**src/hw/dwt_pkg.sv**
```systemverilog
// Package for the dead-time waveform timer: register map, fields, types.
package dwt_pkg;
	localparam int unsigned DWT_CW = 12;
	// Register byte offsets
	localparam logic [7:0] DWT_OFS_CTRL = 8'h00;
	localparam logic [7:0] DWT_OFS_CMD = 8'h04;
	localparam logic [7:0] DWT_OFS_STATUS = 8'h08;
	localparam logic [7:0] DWT_OFS_CMP_SET_A = 8'h0C;
	localparam logic [7:0] DWT_OFS_CMP_CLR_A = 8'h10;
	localparam logic [7:0] DWT_OFS_CMP_SET_B = 8'h14;
	localparam logic [7:0] DWT_OFS_CMP_CLR_B = 8'h18;
	localparam logic [7:0] DWT_OFS_EVCTRL = 8'h1C;
	localparam logic [7:0] DWT_OFS_DELAY = 8'h20;
	localparam logic [7:0] DWT_OFS_COUNT = 8'h24;
	// CTRL fields
	localparam int unsigned DWT_B_ENABLE = 0;
	localparam int unsigned DWT_B_SCHEME = 4;
	// CMD fields
	localparam int unsigned DWT_B_STOP_EOC = 0;
	// STATUS fields
	localparam int unsigned DWT_B_EN_RDY = 0;
	localparam int unsigned DWT_B_CMD_RDY = 1;
	localparam int unsigned DWT_B_RUNNING = 2;
	localparam int unsigned DWT_B_OUT_A = 3;
	localparam int unsigned DWT_B_OUT_B = 4;
	// EVCTRL fields: per input byte, A at 0, B at 8
	localparam int unsigned DWT_B_EV_EN = 0;
	localparam int unsigned DWT_B_EV_ACTION = 1;
	localparam int unsigned DWT_B_EV_ASYNC = 2;
	localparam int unsigned DWT_B_FMODE = 4;
	localparam int unsigned DWT_EV_STRIDE = 8;
	// DELAY fields
	localparam int unsigned DWT_B_DSEL = 0;
	localparam int unsigned DWT_B_DTRIG = 2;
	localparam int unsigned DWT_B_DPRESC = 4;
	localparam int unsigned DWT_B_DVAL = 8;
	localparam logic [1:0] DWT_DSEL_OFF = 2'h0;
	localparam logic [1:0] DWT_DSEL_BLANK = 2'h1;
	localparam logic [1:0] DWT_DSEL_EVOUT = 2'h2;
	localparam logic [1:0] DWT_RESP_OKAY = 2'h0;
	localparam logic [1:0] DWT_RESP_SLVERR = 2'h2;
	localparam logic [3:0] DWT_FMODE_NONE = 4'h0;
	localparam logic [DWT_CW-1:0] DWT_CNT_ZERO = 12'h000;
	localparam logic [DWT_CW-1:0] DWT_CNT_ONE = 12'h001;

	typedef enum logic [1:0] {
		DWT_ONE_RAMP = 2'h0,
		DWT_TWO_RAMP = 2'h1,
		DWT_FOUR_RAMP = 2'h2,
		DWT_DUAL_SLOPE = 2'h3
	} dwt_scheme_e;

	// Gray coded state sequence
	typedef enum logic [1:0] {
		DWT_DEAD_TIME_A = 2'b00,
		DWT_ON_TIME_A = 2'b01,
		DWT_DEAD_TIME_B = 2'b11,
		DWT_ON_TIME_B = 2'b10
	} dwt_state_e;

	typedef struct packed {
		logic [DWT_CW-1:0] set_a;
		logic [DWT_CW-1:0] clr_a;
		logic [DWT_CW-1:0] set_b;
		logic [DWT_CW-1:0] clr_b;
	} dwt_cmp_s;

	typedef struct packed {
		logic en;
		logic action;
		logic async_det;
		logic [3:0] fmode;
	} dwt_evcfg_s;

	typedef struct packed {
		logic [1:0] sel;
		logic [1:0] trig;
		logic [1:0] presc;
		logic [DWT_CW-1:0] value;
	} dwt_delay_s;
endpackage

```
**src/hw/dwt_timer.sv**
```systemverilog
// Dead-time waveform timer with AXI4-Lite registers, event inputs and blanking.
//
// The AXI4-Lite register port and the address map were left to the implementer.
`timescale 1ns/100ps
module dwt_timer
	import dwt_pkg::*;
(
	input wire logic clk,
	input wire logic rst_n,
	input wire logic [7:0] s_axi_awaddr,
	input wire logic s_axi_awvalid,
	output logic s_axi_awready,
	input wire logic [31:0] s_axi_wdata,
	input wire logic [3:0] s_axi_wstrb,
	input wire logic s_axi_wvalid,
	output logic s_axi_wready,
	output logic [1:0] s_axi_bresp,
	output logic s_axi_bvalid,
	input wire logic s_axi_bready,
	input wire logic [7:0] s_axi_araddr,
	input wire logic s_axi_arvalid,
	output logic s_axi_arready,
	output logic [31:0] s_axi_rdata,
	output logic [1:0] s_axi_rresp,
	output logic s_axi_rvalid,
	input wire logic s_axi_rready,
	input wire logic event_in_a,
	input wire logic event_in_b,
	output logic wave_out_a,
	output logic wave_out_b,
	output logic capture_a,
	output logic capture_b,
	output logic delay_event_out
);
	// Register state
	logic aw_have_q, aw_have_d, w_have_q, w_have_d;
	logic [7:0] aw_addr_q, aw_addr_d;
	logic [31:0] w_data_q, w_data_d;
	logic [3:0] w_strb_q, w_strb_d;
	logic bvalid_q, bvalid_d, rvalid_q, rvalid_d;
	logic [1:0] bresp_q, bresp_d, rresp_q, rresp_d;
	logic [31:0] rdata_q, rdata_d;
	logic enable_q, enable_d;
	dwt_scheme_e wave_scheme_sel_q, wave_scheme_sel_d;
	dwt_cmp_s cmp_q, cmp_d;
	dwt_evcfg_s ev_a_q, ev_a_d, ev_b_q, ev_b_d;
	dwt_delay_s dly_q, dly_d;
	logic stop_eoc_q, stop_eoc_d;
	// Counter domain state
	logic run_q, run_d, down_q, down_d;
	logic [DWT_CW-1:0] cnt_q, cnt_d;
	dwt_state_e state_q, state_d;
	logic out_a_q, out_a_d, out_b_q, out_b_d;
	logic [1:0] pipe_a_q, pipe_a_d, pipe_b_q, pipe_b_d;
	logic [DWT_CW-1:0] dly_cnt_q, dly_cnt_d;
	logic [5:0] pre_q, pre_d;
	logic blank_q, blank_d, dly_act_q, dly_act_d, dev_q, dev_d;
	logic cap_a_q, cap_a_d, cap_b_q, cap_b_d;
	logic evp_a_q, evp_a_d, evp_b_q, evp_b_d;
	logic oa_q, oa_d, ob_q, ob_d;
	logic wr_go, rd_go, cycle_end, wr_ok;
	logic fault_a, fault_b, ev_a_gated, dly_trig;
	logic [5:0] presc_max;

	assign wr_go = aw_have_q && w_have_q && !bvalid_q;
	assign rd_go = s_axi_arvalid && !rvalid_q;

	// AXI write/read channel and register file next values
	always_comb begin
		aw_have_d = aw_have_q;
		aw_addr_d = aw_addr_q;
		w_have_d = w_have_q;
		w_data_d = w_data_q;
		w_strb_d = w_strb_q;
		bvalid_d = bvalid_q && !s_axi_bready;
		bresp_d = bresp_q;
		rvalid_d = rvalid_q && !s_axi_rready;
		rresp_d = rresp_q;
		rdata_d = rdata_q;
		enable_d = enable_q;
		wave_scheme_sel_d = wave_scheme_sel_q;
		cmp_d = cmp_q;
		ev_a_d = ev_a_q;
		ev_b_d = ev_b_q;
		dly_d = dly_q;
		stop_eoc_d = stop_eoc_q;
		wr_ok = 1'b1;
		if (s_axi_awvalid && !aw_have_q) begin
			aw_have_d = 1'b1;
			aw_addr_d = s_axi_awaddr;
		end
		if (s_axi_wvalid && !w_have_q) begin
			w_have_d = 1'b1;
			w_data_d = s_axi_wdata;
			w_strb_d = s_axi_wstrb;
		end
		// Self clearing once the counter takes the command
		if (stop_eoc_q && (cycle_end || !run_q)) begin
			stop_eoc_d = 1'b0;
		end
		if (wr_go) begin
			aw_have_d = 1'b0;
			w_have_d = 1'b0;
			bvalid_d = 1'b1;
			unique case (aw_addr_q)
				DWT_OFS_CTRL: begin
					if (w_strb_q[0]) begin
						enable_d = w_data_q[DWT_B_ENABLE];
						// Scheme is static: only while stopped
						if (!run_q) begin
							wave_scheme_sel_d = dwt_scheme_e'(w_data_q[DWT_B_SCHEME +: 2]);
						end
					end
				end
				DWT_OFS_CMD: begin
					if (w_strb_q[0] && w_data_q[DWT_B_STOP_EOC] && run_q) begin
						stop_eoc_d = 1'b1;
					end
				end
				DWT_OFS_CMP_SET_A: cmp_d.set_a = w_data_q[DWT_CW-1:0];
				DWT_OFS_CMP_CLR_A: cmp_d.clr_a = w_data_q[DWT_CW-1:0];
				DWT_OFS_CMP_SET_B: cmp_d.set_b = w_data_q[DWT_CW-1:0];
				DWT_OFS_CMP_CLR_B: cmp_d.clr_b = w_data_q[DWT_CW-1:0];
				DWT_OFS_EVCTRL: begin
					ev_a_d = {w_data_q[DWT_B_EV_EN], w_data_q[DWT_B_EV_ACTION],
						w_data_q[DWT_B_EV_ASYNC], w_data_q[DWT_B_FMODE +: 4]};
					ev_b_d = {w_data_q[DWT_EV_STRIDE + DWT_B_EV_EN],
						w_data_q[DWT_EV_STRIDE + DWT_B_EV_ACTION],
						w_data_q[DWT_EV_STRIDE + DWT_B_EV_ASYNC],
						w_data_q[DWT_EV_STRIDE + DWT_B_FMODE +: 4]};
				end
				DWT_OFS_DELAY: begin
					dly_d = {w_data_q[DWT_B_DSEL +: 2], w_data_q[DWT_B_DTRIG +: 2],
						w_data_q[DWT_B_DPRESC +: 2], w_data_q[DWT_B_DVAL +: DWT_CW]};
				end
				DWT_OFS_STATUS, DWT_OFS_COUNT: wr_ok = 1'b1;
				default: wr_ok = 1'b0;
			endcase
			bresp_d = wr_ok ? DWT_RESP_OKAY : DWT_RESP_SLVERR;
		end
		if (rd_go) begin
			rvalid_d = 1'b1;
			rresp_d = DWT_RESP_OKAY;
			rdata_d = '0;
			unique case (s_axi_araddr)
				DWT_OFS_CTRL: begin
					rdata_d[DWT_B_ENABLE] = enable_q;
					rdata_d[DWT_B_SCHEME +: 2] = wave_scheme_sel_q;
				end
				DWT_OFS_CMD: rdata_d[DWT_B_STOP_EOC] = stop_eoc_q;
				DWT_OFS_STATUS: begin
					rdata_d[DWT_B_EN_RDY] = 1'b1;
					rdata_d[DWT_B_CMD_RDY] = !stop_eoc_q;
					rdata_d[DWT_B_RUNNING] = run_q;
					rdata_d[DWT_B_OUT_A] = oa_q;
					rdata_d[DWT_B_OUT_B] = ob_q;
				end
				DWT_OFS_CMP_SET_A: rdata_d[DWT_CW-1:0] = cmp_q.set_a;
				DWT_OFS_CMP_CLR_A: rdata_d[DWT_CW-1:0] = cmp_q.clr_a;
				DWT_OFS_CMP_SET_B: rdata_d[DWT_CW-1:0] = cmp_q.set_b;
				DWT_OFS_CMP_CLR_B: rdata_d[DWT_CW-1:0] = cmp_q.clr_b;
				DWT_OFS_EVCTRL: begin
					rdata_d[DWT_B_FMODE +: 4] = ev_a_q.fmode;
					rdata_d[DWT_B_EV_EN] = ev_a_q.en;
					rdata_d[DWT_B_EV_ACTION] = ev_a_q.action;
					rdata_d[DWT_B_EV_ASYNC] = ev_a_q.async_det;
					rdata_d[DWT_EV_STRIDE + DWT_B_FMODE +: 4] = ev_b_q.fmode;
					rdata_d[DWT_EV_STRIDE + DWT_B_EV_EN] = ev_b_q.en;
					rdata_d[DWT_EV_STRIDE + DWT_B_EV_ACTION] = ev_b_q.action;
					rdata_d[DWT_EV_STRIDE + DWT_B_EV_ASYNC] = ev_b_q.async_det;
				end
				DWT_OFS_DELAY: begin
					rdata_d[DWT_B_DSEL +: 2] = dly_q.sel;
					rdata_d[DWT_B_DTRIG +: 2] = dly_q.trig;
					rdata_d[DWT_B_DPRESC +: 2] = dly_q.presc;
					rdata_d[DWT_B_DVAL +: DWT_CW] = dly_q.value;
				end
				DWT_OFS_COUNT: rdata_d[DWT_CW-1:0] = cnt_q;
				default: rresp_d = DWT_RESP_SLVERR;
			endcase
		end
		// Auto stop at cycle end clears the enable bit
		if (run_q && (cycle_end && stop_eoc_q)) begin
			enable_d = 1'b0;
		end
	end

	// Input fault detection: enabled, mode not zero; blanking on A only
	assign ev_a_gated = event_in_a && !blank_q;
	assign fault_a = ev_a_q.en && (ev_a_q.fmode != DWT_FMODE_NONE) && ev_a_gated;
	assign fault_b = ev_b_q.en && (ev_b_q.fmode != DWT_FMODE_NONE) && event_in_b;

	// End of cycle per scheme
	always_comb begin
		unique case (wave_scheme_sel_q)
			DWT_ONE_RAMP: cycle_end = (cnt_q == cmp_q.clr_b);
			// Either B state ends at clear-B, even when set-B is never reached
			DWT_TWO_RAMP: cycle_end = (state_q == DWT_DEAD_TIME_B || state_q == DWT_ON_TIME_B)
				&& (cnt_q == cmp_q.clr_b);
			DWT_FOUR_RAMP: cycle_end = (state_q == DWT_ON_TIME_B) && (cnt_q == cmp_q.clr_b);
			DWT_DUAL_SLOPE: cycle_end = !down_q && (cnt_q == cmp_q.clr_b);
		endcase
	end

	// Counter, state and raw waveform next values
	always_comb begin
		run_d = run_q;
		cnt_d = cnt_q;
		down_d = down_q;
		state_d = state_q;
		out_a_d = out_a_q;
		out_b_d = out_b_q;
		if (!run_q) begin
			out_a_d = 1'b0;
			out_b_d = 1'b0;
			if (enable_q) begin
				run_d = 1'b1;
				state_d = DWT_DEAD_TIME_A;
				// Dual slope starts at top counting down, outputs low
				cnt_d = (wave_scheme_sel_q == DWT_DUAL_SLOPE) ? cmp_q.clr_b : DWT_CNT_ZERO;
				down_d = (wave_scheme_sel_q == DWT_DUAL_SLOPE);
			end
		end else if (!enable_q) begin
			run_d = 1'b0;
			out_a_d = 1'b0;
			out_b_d = 1'b0;
		end else begin
			unique case (wave_scheme_sel_q)
				DWT_ONE_RAMP: begin
					cnt_d = cnt_q + DWT_CNT_ONE;
					if (cnt_q == cmp_q.clr_b) begin
						cnt_d = DWT_CNT_ZERO;
						out_a_d = 1'b0;
						out_b_d = 1'b0;
						state_d = DWT_DEAD_TIME_A;
					end else begin
						// Clear beats set only when clear is not the earlier match
						if (cnt_q == cmp_q.set_a) begin
							out_a_d = 1'b1;
							state_d = DWT_ON_TIME_A;
						end
						if (cnt_q == cmp_q.clr_a && cmp_q.clr_a >= cmp_q.set_a) begin
							out_a_d = 1'b0;
							state_d = DWT_DEAD_TIME_B;
						end
						if (cnt_q == cmp_q.set_b) begin
							out_b_d = 1'b1;
							state_d = DWT_ON_TIME_B;
						end
					end
				end
				DWT_TWO_RAMP: begin
					cnt_d = cnt_q + DWT_CNT_ONE;
					if (state_q == DWT_DEAD_TIME_A || state_q == DWT_ON_TIME_A) begin
						if (cnt_q == cmp_q.clr_a) begin
							cnt_d = DWT_CNT_ZERO;
							out_a_d = 1'b0;
							state_d = DWT_DEAD_TIME_B;
						end else if (cnt_q == cmp_q.set_a) begin
							out_a_d = 1'b1;
							state_d = DWT_ON_TIME_A;
						end
					end else if (cnt_q == cmp_q.clr_b) begin
						cnt_d = DWT_CNT_ZERO;
						out_b_d = 1'b0;
						state_d = DWT_DEAD_TIME_A;
					end else if (cnt_q == cmp_q.set_b) begin
						out_b_d = 1'b1;
						state_d = DWT_ON_TIME_B;
					end
				end
				DWT_FOUR_RAMP: begin
					cnt_d = cnt_q + DWT_CNT_ONE;
					unique case (state_q)
						DWT_DEAD_TIME_A: if (cnt_q == cmp_q.set_a) begin
							cnt_d = DWT_CNT_ZERO;
							out_a_d = 1'b1;
							state_d = DWT_ON_TIME_A;
						end
						DWT_ON_TIME_A: if (cnt_q == cmp_q.clr_a) begin
							cnt_d = DWT_CNT_ZERO;
							out_a_d = 1'b0;
							state_d = DWT_DEAD_TIME_B;
						end
						DWT_DEAD_TIME_B: if (cnt_q == cmp_q.set_b) begin
							cnt_d = DWT_CNT_ZERO;
							out_b_d = 1'b1;
							state_d = DWT_ON_TIME_B;
						end
						DWT_ON_TIME_B: if (cnt_q == cmp_q.clr_b) begin
							cnt_d = DWT_CNT_ZERO;
							out_b_d = 1'b0;
							state_d = DWT_DEAD_TIME_A;
						end
					endcase
				end
				DWT_DUAL_SLOPE: begin
					// Clear-A never consulted here
					if (down_q) begin
						cnt_d = cnt_q - DWT_CNT_ONE;
						if (cnt_q == DWT_CNT_ZERO) begin
							down_d = 1'b0;
							cnt_d = DWT_CNT_ZERO; // Zero held twice
						end
						if (cnt_q == cmp_q.set_a) out_a_d = 1'b1;
						if (cnt_q == cmp_q.set_b) out_b_d = 1'b0;
					end else begin
						cnt_d = cnt_q + DWT_CNT_ONE;
						if (cnt_q == cmp_q.clr_b) begin
							down_d = 1'b1;
							cnt_d = cnt_q; // Top held twice
						end
						if (cnt_q == cmp_q.set_a) out_a_d = 1'b0;
						if (cnt_q == cmp_q.set_b) out_b_d = 1'b1;
					end
					state_d = out_a_d ? DWT_ON_TIME_A : (out_b_d ? DWT_ON_TIME_B : DWT_DEAD_TIME_A);
				end
			endcase
			if (cycle_end && stop_eoc_q) begin
				run_d = 1'b0;
			end
		end
	end

	// Fault pipeline, delay unit and output override
	assign presc_max = 6'((7'h01 << {dly_q.presc, 1'b0}) - 7'h01);
	assign dly_trig = (dly_q.trig[0] ? out_a_q : out_b_q) != (dly_q.trig[0] ? out_a_d : out_b_d);
	always_comb begin
		pipe_a_d = {pipe_a_q[0], fault_a};
		pipe_b_d = {pipe_b_q[0], fault_b};
		pre_d = pre_q;
		dly_cnt_d = dly_cnt_q;
		dly_act_d = dly_act_q;
		dev_d = 1'b0;
		// Single delay unit serves blanking or output event
		if (dly_q.sel == DWT_DSEL_OFF) begin
			dly_act_d = 1'b0;
		end else if (dly_trig && run_q) begin
			dly_act_d = 1'b1;
			dly_cnt_d = DWT_CNT_ZERO;
			pre_d = '0;
		end else if (dly_act_q) begin
			pre_d = pre_q + 6'h01;
			if (pre_q == presc_max) begin
				pre_d = '0;
				dly_cnt_d = dly_cnt_q + DWT_CNT_ONE;
				if (dly_cnt_q + DWT_CNT_ONE >= dly_q.value) begin
					dly_act_d = 1'b0;
					dev_d = (dly_q.sel == DWT_DSEL_EVOUT);
				end
			end
		end
		blank_d = dly_act_d && (dly_q.sel == DWT_DSEL_BLANK);
		// Capture on the raw input's rising edge, whatever the fault mode
		evp_a_d = event_in_a;
		evp_b_d = event_in_b;
		cap_a_d = ev_a_q.en && ev_a_q.action && event_in_a && !evp_a_q;
		cap_b_d = ev_b_q.en && ev_b_q.action && event_in_b && !evp_b_q;
		// Async path overrides at once; sync after two stages
		oa_d = out_a_d && !(ev_a_q.async_det ? fault_a : pipe_a_q[1])
			&& !(ev_b_q.async_det ? fault_b : pipe_b_q[1]);
		ob_d = out_b_d && !(ev_a_q.async_det ? fault_a : pipe_a_q[1])
			&& !(ev_b_q.async_det ? fault_b : pipe_b_q[1]);
	end

	// All state registers
	always_ff @(posedge clk or negedge rst_n) begin
		if (!rst_n) begin
			aw_have_q <= 1'b0;
			w_have_q <= 1'b0;
			aw_addr_q <= '0;
			w_data_q <= '0;
			w_strb_q <= '0;
			bvalid_q <= 1'b0;
			rvalid_q <= 1'b0;
			bresp_q <= DWT_RESP_OKAY;
			rresp_q <= DWT_RESP_OKAY;
			rdata_q <= '0;
			enable_q <= 1'b0;
			wave_scheme_sel_q <= DWT_ONE_RAMP;
			cmp_q <= '0;
			ev_a_q <= '0;
			ev_b_q <= '0;
			dly_q <= '0;
			stop_eoc_q <= 1'b0;
			run_q <= 1'b0;
			down_q <= 1'b0;
			cnt_q <= DWT_CNT_ZERO;
			state_q <= DWT_DEAD_TIME_A;
			out_a_q <= 1'b0;
			out_b_q <= 1'b0;
			pipe_a_q <= '0;
			pipe_b_q <= '0;
			dly_cnt_q <= DWT_CNT_ZERO;
			pre_q <= '0;
			blank_q <= 1'b0;
			dly_act_q <= 1'b0;
			dev_q <= 1'b0;
			cap_a_q <= 1'b0;
			cap_b_q <= 1'b0;
			evp_a_q <= 1'b0;
			evp_b_q <= 1'b0;
			oa_q <= 1'b0;
			ob_q <= 1'b0;
		end else begin
			aw_have_q <= aw_have_d;
			w_have_q <= w_have_d;
			aw_addr_q <= aw_addr_d;
			w_data_q <= w_data_d;
			w_strb_q <= w_strb_d;
			bvalid_q <= bvalid_d;
			rvalid_q <= rvalid_d;
			bresp_q <= bresp_d;
			rresp_q <= rresp_d;
			rdata_q <= rdata_d;
			enable_q <= enable_d;
			wave_scheme_sel_q <= wave_scheme_sel_d;
			cmp_q <= cmp_d;
			ev_a_q <= ev_a_d;
			ev_b_q <= ev_b_d;
			dly_q <= dly_d;
			stop_eoc_q <= stop_eoc_d;
			run_q <= run_d;
			down_q <= down_d;
			cnt_q <= cnt_d;
			state_q <= state_d;
			out_a_q <= out_a_d;
			out_b_q <= out_b_d;
			pipe_a_q <= pipe_a_d;
			pipe_b_q <= pipe_b_d;
			dly_cnt_q <= dly_cnt_d;
			pre_q <= pre_d;
			blank_q <= blank_d;
			dly_act_q <= dly_act_d;
			dev_q <= dev_d;
			cap_a_q <= cap_a_d;
			cap_b_q <= cap_b_d;
			evp_a_q <= evp_a_d;
			evp_b_q <= evp_b_d;
			oa_q <= oa_d;
			ob_q <= ob_d;
		end
	end

	// Port drive from flip-flops
	assign s_axi_awready = !aw_have_q;
	assign s_axi_wready = !w_have_q;
	assign s_axi_bvalid = bvalid_q;
	assign s_axi_bresp = bresp_q;
	assign s_axi_arready = !rvalid_q;
	assign s_axi_rvalid = rvalid_q;
	assign s_axi_rdata = rdata_q;
	assign s_axi_rresp = rresp_q;
	assign wave_out_a = oa_q;
	assign wave_out_b = ob_q;
	assign capture_a = cap_a_q;
	assign capture_b = cap_b_q;
	assign delay_event_out = dev_q;
endmodule

```
**config.mk**
```make
export PLATFORM = sky130hd
export DESIGN_NAME = dwt_timer
export DESIGN_NICKNAME = d
export VERILOG_FILES = /design/src/hw/dwt_pkg.sv /design/src/hw/dwt_timer.sv
export SDC_FILE = /design/constraint.sdc
export NUM_CORES = 1
export LEC_CHECK = 0
export BUFFER_PORTS_ARGS = -buffer_cell sky130_fd_sc_hd__buf_2
export CORE_MARGIN = 2
export CORE_UTILIZATION = 40
export CTS_BUF_LIST = sky130_fd_sc_hd__clkbuf_2
export CTS_CLUSTER_DIAMETER = 50
export DETAILED_ROUTE_END_ITERATION = 8
export GPL_TIMING_DRIVEN = 0
export HOLD_SLACK_MARGIN = 0.03
export PLACE_DENSITY = 0.69
export SYNTH_ARGS = -nofsm -noshare
export SYNTH_HDL_FRONTEND = slang
export SYNTH_SLANG_ARGS = --single-unit
```
**constraint.sdc**
```tcl
create_clock -name clk -period 3.65 [get_ports clk]
set_input_delay 0.5475 -clock clk [delete_from_list [all_inputs] [get_ports clk]]
set_output_delay 0.5475 -clock clk [all_outputs]
set_load 0.05 [all_outputs]
```
After elaboration in Yosys (flattened, before gate mapping)
Cells that the tools add are included.

Word-level logic and storage cells: 293. Output and inout port bits: 46. Bits in registers: 190.

Bitwise logic cells: 2. Reductions and logical operators: 80. Equal/unequal tests: 36. $lt $le $gt $ge: 2. Multiplexer cells: 119. $add $sub $neg: 5. Shift operators: 1.

Operators with widths (number): $mux 12 (15); $pmux 12 s4 (2); $mux 1 (65); $eq 8x5->1 const B (8); $eq 12x12->1 (4); $mux 2 (17); $logic_and 1x1->1 (33); $eq 8x4->1 const B (4); $eq 8x6->1 const B (4); $add 12x1->12 const B (2); $ge 12x12->1 (2); $pmux 3 s7 (1); $reduce_or 10->1 (2); $mux 6 (3); $reduce_and 2->1 (9); $eq 8x3->1 const B (2); $logic_not 8->1 (2); $pmux 2 s4 (2); $pmux 2 s8 (1); $logic_not 1->1 (14); $reduce_bool 2->1 (7); $logic_not 12->1 (1); $ne 4x4->1 const B (3); $pmux 1 s4 (3); 24 further kinds (39).

Depth between registers and ports, before layout
Word-level depth: 15. Gate-level depth with buffers: 14. Mapped depth without buffers: 14.

Worst setup path before layout
No wires, ideal clock.

Kind: register -> register. From: reg cmp_q[34] in the netlist's numbering. To: reg dly_cnt_q[11]. Cell stages (with the launch flop): 12. Setup slack: 686 ps. Clock period less this slack: 2964 ps. Required time: 3528 ps. Data arrival time: 2842 ps. Cells stage by stage: dfrtp_1 > ha_1 > a2111oi_0 > o221ai_1 > a41oi_1 > a211oi_4 > o311ai_0 > nor2_1 > nor3_4 > o21ai_2 > buf_6 > a32o_1.

Cells in the longest elaborated chain, start to end: 12. Elaborated cells between the ends (all ways): 19. Those cells by class: order compare: 1; eq/ne: 2; mux: 11; reduce/logical: 5.

RTL lines: from (decl) (line dwt_timer.sv:45) `dwt_cmp_s cmp_q, cmp_d;`; from (signal assigned) (line dwt_timer.sv:418) `cmp_q <= cmp_d;`; $ge 12x12->1 / $eq 12x12->1 (equally long branches) (line dwt_timer.sv:242, dwt_timer.sv:255, dwt_timer.sv:280); $logic_and 1x1->1 (line dwt_timer.sv:242) `if (cnt_q == cmp_q.clr_a && cmp_q.clr_a >= cmp_q.set_a) begin`; $mux 1 (line dwt_timer.sv:242); $mux 1 (line dwt_timer.sv:231) `if (cnt_q == cmp_q.clr_b) begin`; $pmux 1 s4 (*) (line dwt_timer.sv:228) `unique case (wave_scheme_sel_q)`; $mux 1 (*) (line dwt_timer.sv:223) `end else if (!enable_q) begin`; $mux 1 (*) (line dwt_timer.sv:213) `if (!run_q) begin`; $mux 1 (*) (line dwt_timer.sv:327) `assign dly_trig = (dly_q.trig[0] ? out_a_q : out_b_q) != (dly_q.trig[0] ? out_a_d : out_b_d);`; $ne 1x1->1 (*) (line dwt_timer.sv:327); $logic_and 1x1->1 (*) (line dwt_timer.sv:338) `end else if (dly_trig && run_q) begin`; $reduce_bool 2->1 (no line); $reduce_and 3->1 (no line); to (signal assigned) (line dwt_timer.sv:431) `dly_cnt_q <= dly_cnt_d;`; to (decl) (line dwt_timer.sv:55) `logic [DWT_CW-1:0] dly_cnt_q, dly_cnt_d;`.

Every way passes the cells marked *; elsewhere a longest branch is shown, timed or not. A chain may end at the register's enable or synchronous reset.

Final worst setup path
From: reg cmp_q[46] in the netlist's numbering. To: reg dly_cnt_q[0].

Cells in the longest elaborated chain, start to end: 14. Elaborated cells between the ends (all ways): 24. Those cells by class: order compare: 1; eq/ne: 2; mux: 16; reduce/logical: 5.

RTL lines (line): branches (longest 6 deep; another with $ge 12x12->1); $pmux 1 s4 (*) (dwt_timer.sv:228); $mux 1 (*) (dwt_timer.sv:223); $mux 1 (*) (dwt_timer.sv:213); $mux 1 (*) (dwt_timer.sv:327); $ne 1x1->1 (*) (dwt_timer.sv:327); $logic_and 1x1->1 (*) (dwt_timer.sv:338); $reduce_bool 2->1 (no line); $reduce_and 3->1 (no line).

Every way passes the cells marked *. The select of a mux whose other input is x is not followed.

==> summary.md <==
| Metric | Value |
|---|---|
| Critical path class | reg -> reg |
| Most frequent cells in the layout | 188 x dfrtp_1, 116 x mux2_2, 94 x nand2_1 |
| Initial core utilization | 0.4046 |
| Leading area contributor after synthesis | dfrtp_1 |
| Final #Nets | 1304 |
| Fill cells | 2517 |
| Yosys warning count | 0 |
| Synthesized area per cell | 10.18 µm² |
| Worst Clk Skew | 0.05501 ns |
| Clk pin slew, worst setup/hold paths | 0.31 ns |
| Ratio of cells with drive above 1 in the final layout | 0.2333 |
| Die Ht | 168.6 µm |
| Clock tree buffer depth | 2 |
| Peak supply drop | 0.4216 mV |
| H-Tree Depth | 4 |
| Distinct cells, synth | 77 |
| Sink Count | 188 |
| Largest cells by area after synthesis | dfrtp_1 43%, mux2_2 12%, ha_1 3.5% |
| Cells after synthesis | 1065 |
| Slew HR | 0.4141 |
| Die Footprint | 28440 µm² |
| DRT iter0 DRCs | 689 |
| Post-Route Utilization | 0.4638 |
| Syn Std Cell Area | 10840 µm² |
| Register area share after synthesis | 0.4339 |
| Seq cells post-synth | 188 |
| Worst-skew pair later-pin latency | 0.81 ns |
| Slowest CP cell | dfrtp_1 |
| Wire per inst | 19.59 µm |
| First-pass GRT wire length | 48520 µm |
| Endpoints failing setup | 0 |
| Fmax | 293.6 MHz |
| PwrDens | 614.1 nW/µm² |
| Vias in the first global route | 8621 |
| Via/cell ratio | 5.739 |
| Core area | 26800 µm² |
| Final WS setup | 0.2443 ns |
| Share of the synthesized area in the top cell type | 0.4339 |
| CP arrival | 4.11 ns |
| Post-synth EDFFs | 0 |
| Pre-CTS setup slack | 0.03901 ns |
| CTS tree | built |
| Root Driver | clkbuf_2 |
| Global route total overflow | 0 |
| Largest net degree at the start of global routing | 127 |
| Gp weighted congestion | 0.9306 |
| Final ANT Viol Nets | 0 |
| Hold Crit Class | in -> reg |
| DR vias | 8999 |
| Design Power | 7.634 mW |
| Max incr delay on CP | 0.51 ns |
| Routed wire length | 30710 µm |
| Max_cap viols | 0 |
| Worst slew pin tran | 0.8697 ns |
| Hpwl dp | 22930 µm |
| Commonest non-fill, non-tap cell in the layout | dfrtp_1 |
| Pins over their slew limit | 0 |
| Post-synth top flop | dfrtp_1 |
| DRC violations left | 0 |
| Worst-path cell chain | inv_1 > ha_1 > a2111oi_0 > o221ai_1 > a41oi_2 > a211oi_4 > o311ai_0 > nor2_1 > nor3_4 > buf_12 > buf_2 > nor3_1 > a31o_1 |
| Critical path peak fanout | 10 |
| Total track usage | 0.2202 |
| Final Hold Viols | 0 |
| Period utilisation layout | 0.9331 |
| Setup TNS | 0 ns |
| Critical Path Start Type | register |
| 1st-pass router iterations | 8 |
| Static Leak | 5.834 nW |
| CTS Buf Count | 17 |
| P&R area growth vs syn | 14.64% |
| Worst path required time | 4.35 ns |
| Row count | 60 |
| FFs w/ async S/R, synth | 1.000 |
| Status | complete, no violations |
| DIE WIDTH | 168.6 µm |
| Crit. End Element | register |
| Antenna violations before repair | 1 |
| Fin crit period | 3.406 ns |
| I/O Pins | 107 |
| Port Buf Inserts | 75 |
-- worst paths after layout --
path	to	depth (start not counted)	start	slack (ns)
setup / recovery	dly_cnt_q[0]$_DFFE_PN0P_	13	cmp_q[46]$_DFFE_PN0P_	0.24
hold / removal	s_axi_rresp[1]$_DFFE_PN0P_	4	s_axi_araddr[6]	0.20
setup reg to reg	dly_cnt_q[0]$_DFFE_PN0P_	13	cmp_q[46]$_DFFE_PN0P_	0.24
hold reg to reg	pipe_a_q[1]$_DFF_PN0_	0	pipe_a_q[0]$_DFF_PN0_	0.39
max in group asynchronous	dly_act_q$_DFF_PN0_	3	rst_n	2.37
min in group asynchronous	cnt_q[2]$_DFFE_PN0P_	2	rst_n	0.22
-- what timing repair did --
action,4_1_cts,5_1_grt
hold endpoints to repair,100,0
setup endpoints to repair,0,23
resized for setup,0,3
buffers inserted,0,4
hold buffers,36,0
-- layer usage --
| metal | up-vias | GRT usage | routed length [µm] |
|---|---|---|---|
| met3 | 58 | 0.03671 | 2068 |
| li1 | 4153 | - | - |
| met1 | 4421 | 0.2996 | 13370 |
| met4 | 0 | 0.07309 | 821 |
| met2 | 367 | 0.3595 | 14460 |
| met5 | - | 0 | 0 |
-- sequential cells by signal, indices dropped and copies added, names as in the netlist, 2 cells and up --
name	flops
w_data_q	20
cnt_q	12
dly_q	18
wave_scheme_sel_q	2
pipe_b_q	2
pre_q	6
aw_addr_q	8
s_axi_rdata	20
ev_b_q	7
pipe_a_q	2
state_q	2
ev_a_q	7
cmp_q	48
dly_cnt_q	12
-- stage by stage --
stage	instances	hold slack [ns]	cell area (µm²)
5_1_grt	1568	0.1989	12430
4_1_cts	1563	0.1552	12370
3_5_place_dp	1495	0.3393	11730
6_report	1568	0.2033	12430
3_3_place_gp	1494	0.3335	11690
2_1_floorplan	1078	0.2519	10890
-- cells by family (layout without fill, tap and decap cells) --
family	after synthesis	in the layout	share of synthesized area
DFF	188	188	0.4339
other	1	15	0.0003458
AOI/OAI and AO/OA	238	238	0.1524
xor gates and xnor gates	61	61	0.04927
muxes	127	127	0.1319
buffers and inverters	131	279	0.05516
adders and majority gates	30	30	0.03462
and+or+nand+nor	289	289	0.1424
-- layout make-up --
type,count,area (µm²),share of cell area
Tap cell,341,426.7,0.03432
Buffer,80,406.6,0.03271
Multi-Input combinational cell,759,5607,0.4510
Clock inverter,15,191.4,0.01540
Antenna cell,1,2.502,0.0002013
Timing Repair Buffer,116,815.8,0.06563
Clock buffer,17,85.08,0.006844
Sequential cell,188,4705,0.3785
Inverter,51,191.4,0.01540
-- synth_stat cells (10+ instances only) --
master	count
dfrtp_1	188
o221ai_1	19
xor2_1	41
clkbuf_1	42
o21a_1	11
ha_1	30
nor4_1	12
nand2_1	94
nor3_1	18
a21oi_1	37
nor2_1	45
nand2b_1	11
a22oi_1	14
and3_1	20
buf_4	17
nand3_1	29
xnor2_1	20
buf_2	10
mux2_2	116
inv_1	51
nor2b_1	12
o21ai_0	63
-- critical path, delay by kind of cell, from the launching register on --
kind	cells	cell delay, ns
buf+inv	3	0.43
flops	1	0.51
simple gates	3	0.43
fa+ha+maj	1	0.29
compound gates	6	1.67
-- power by group --
| group | internal (mW) | switching, mW |
|---|---|---|
| registers | 2.51 | 0.580 |
| clock network | 0.254 | 0.883 |
| logic | 1.43 | 1.97 |
No activity file was read; power rests on OpenSTA's default activity.
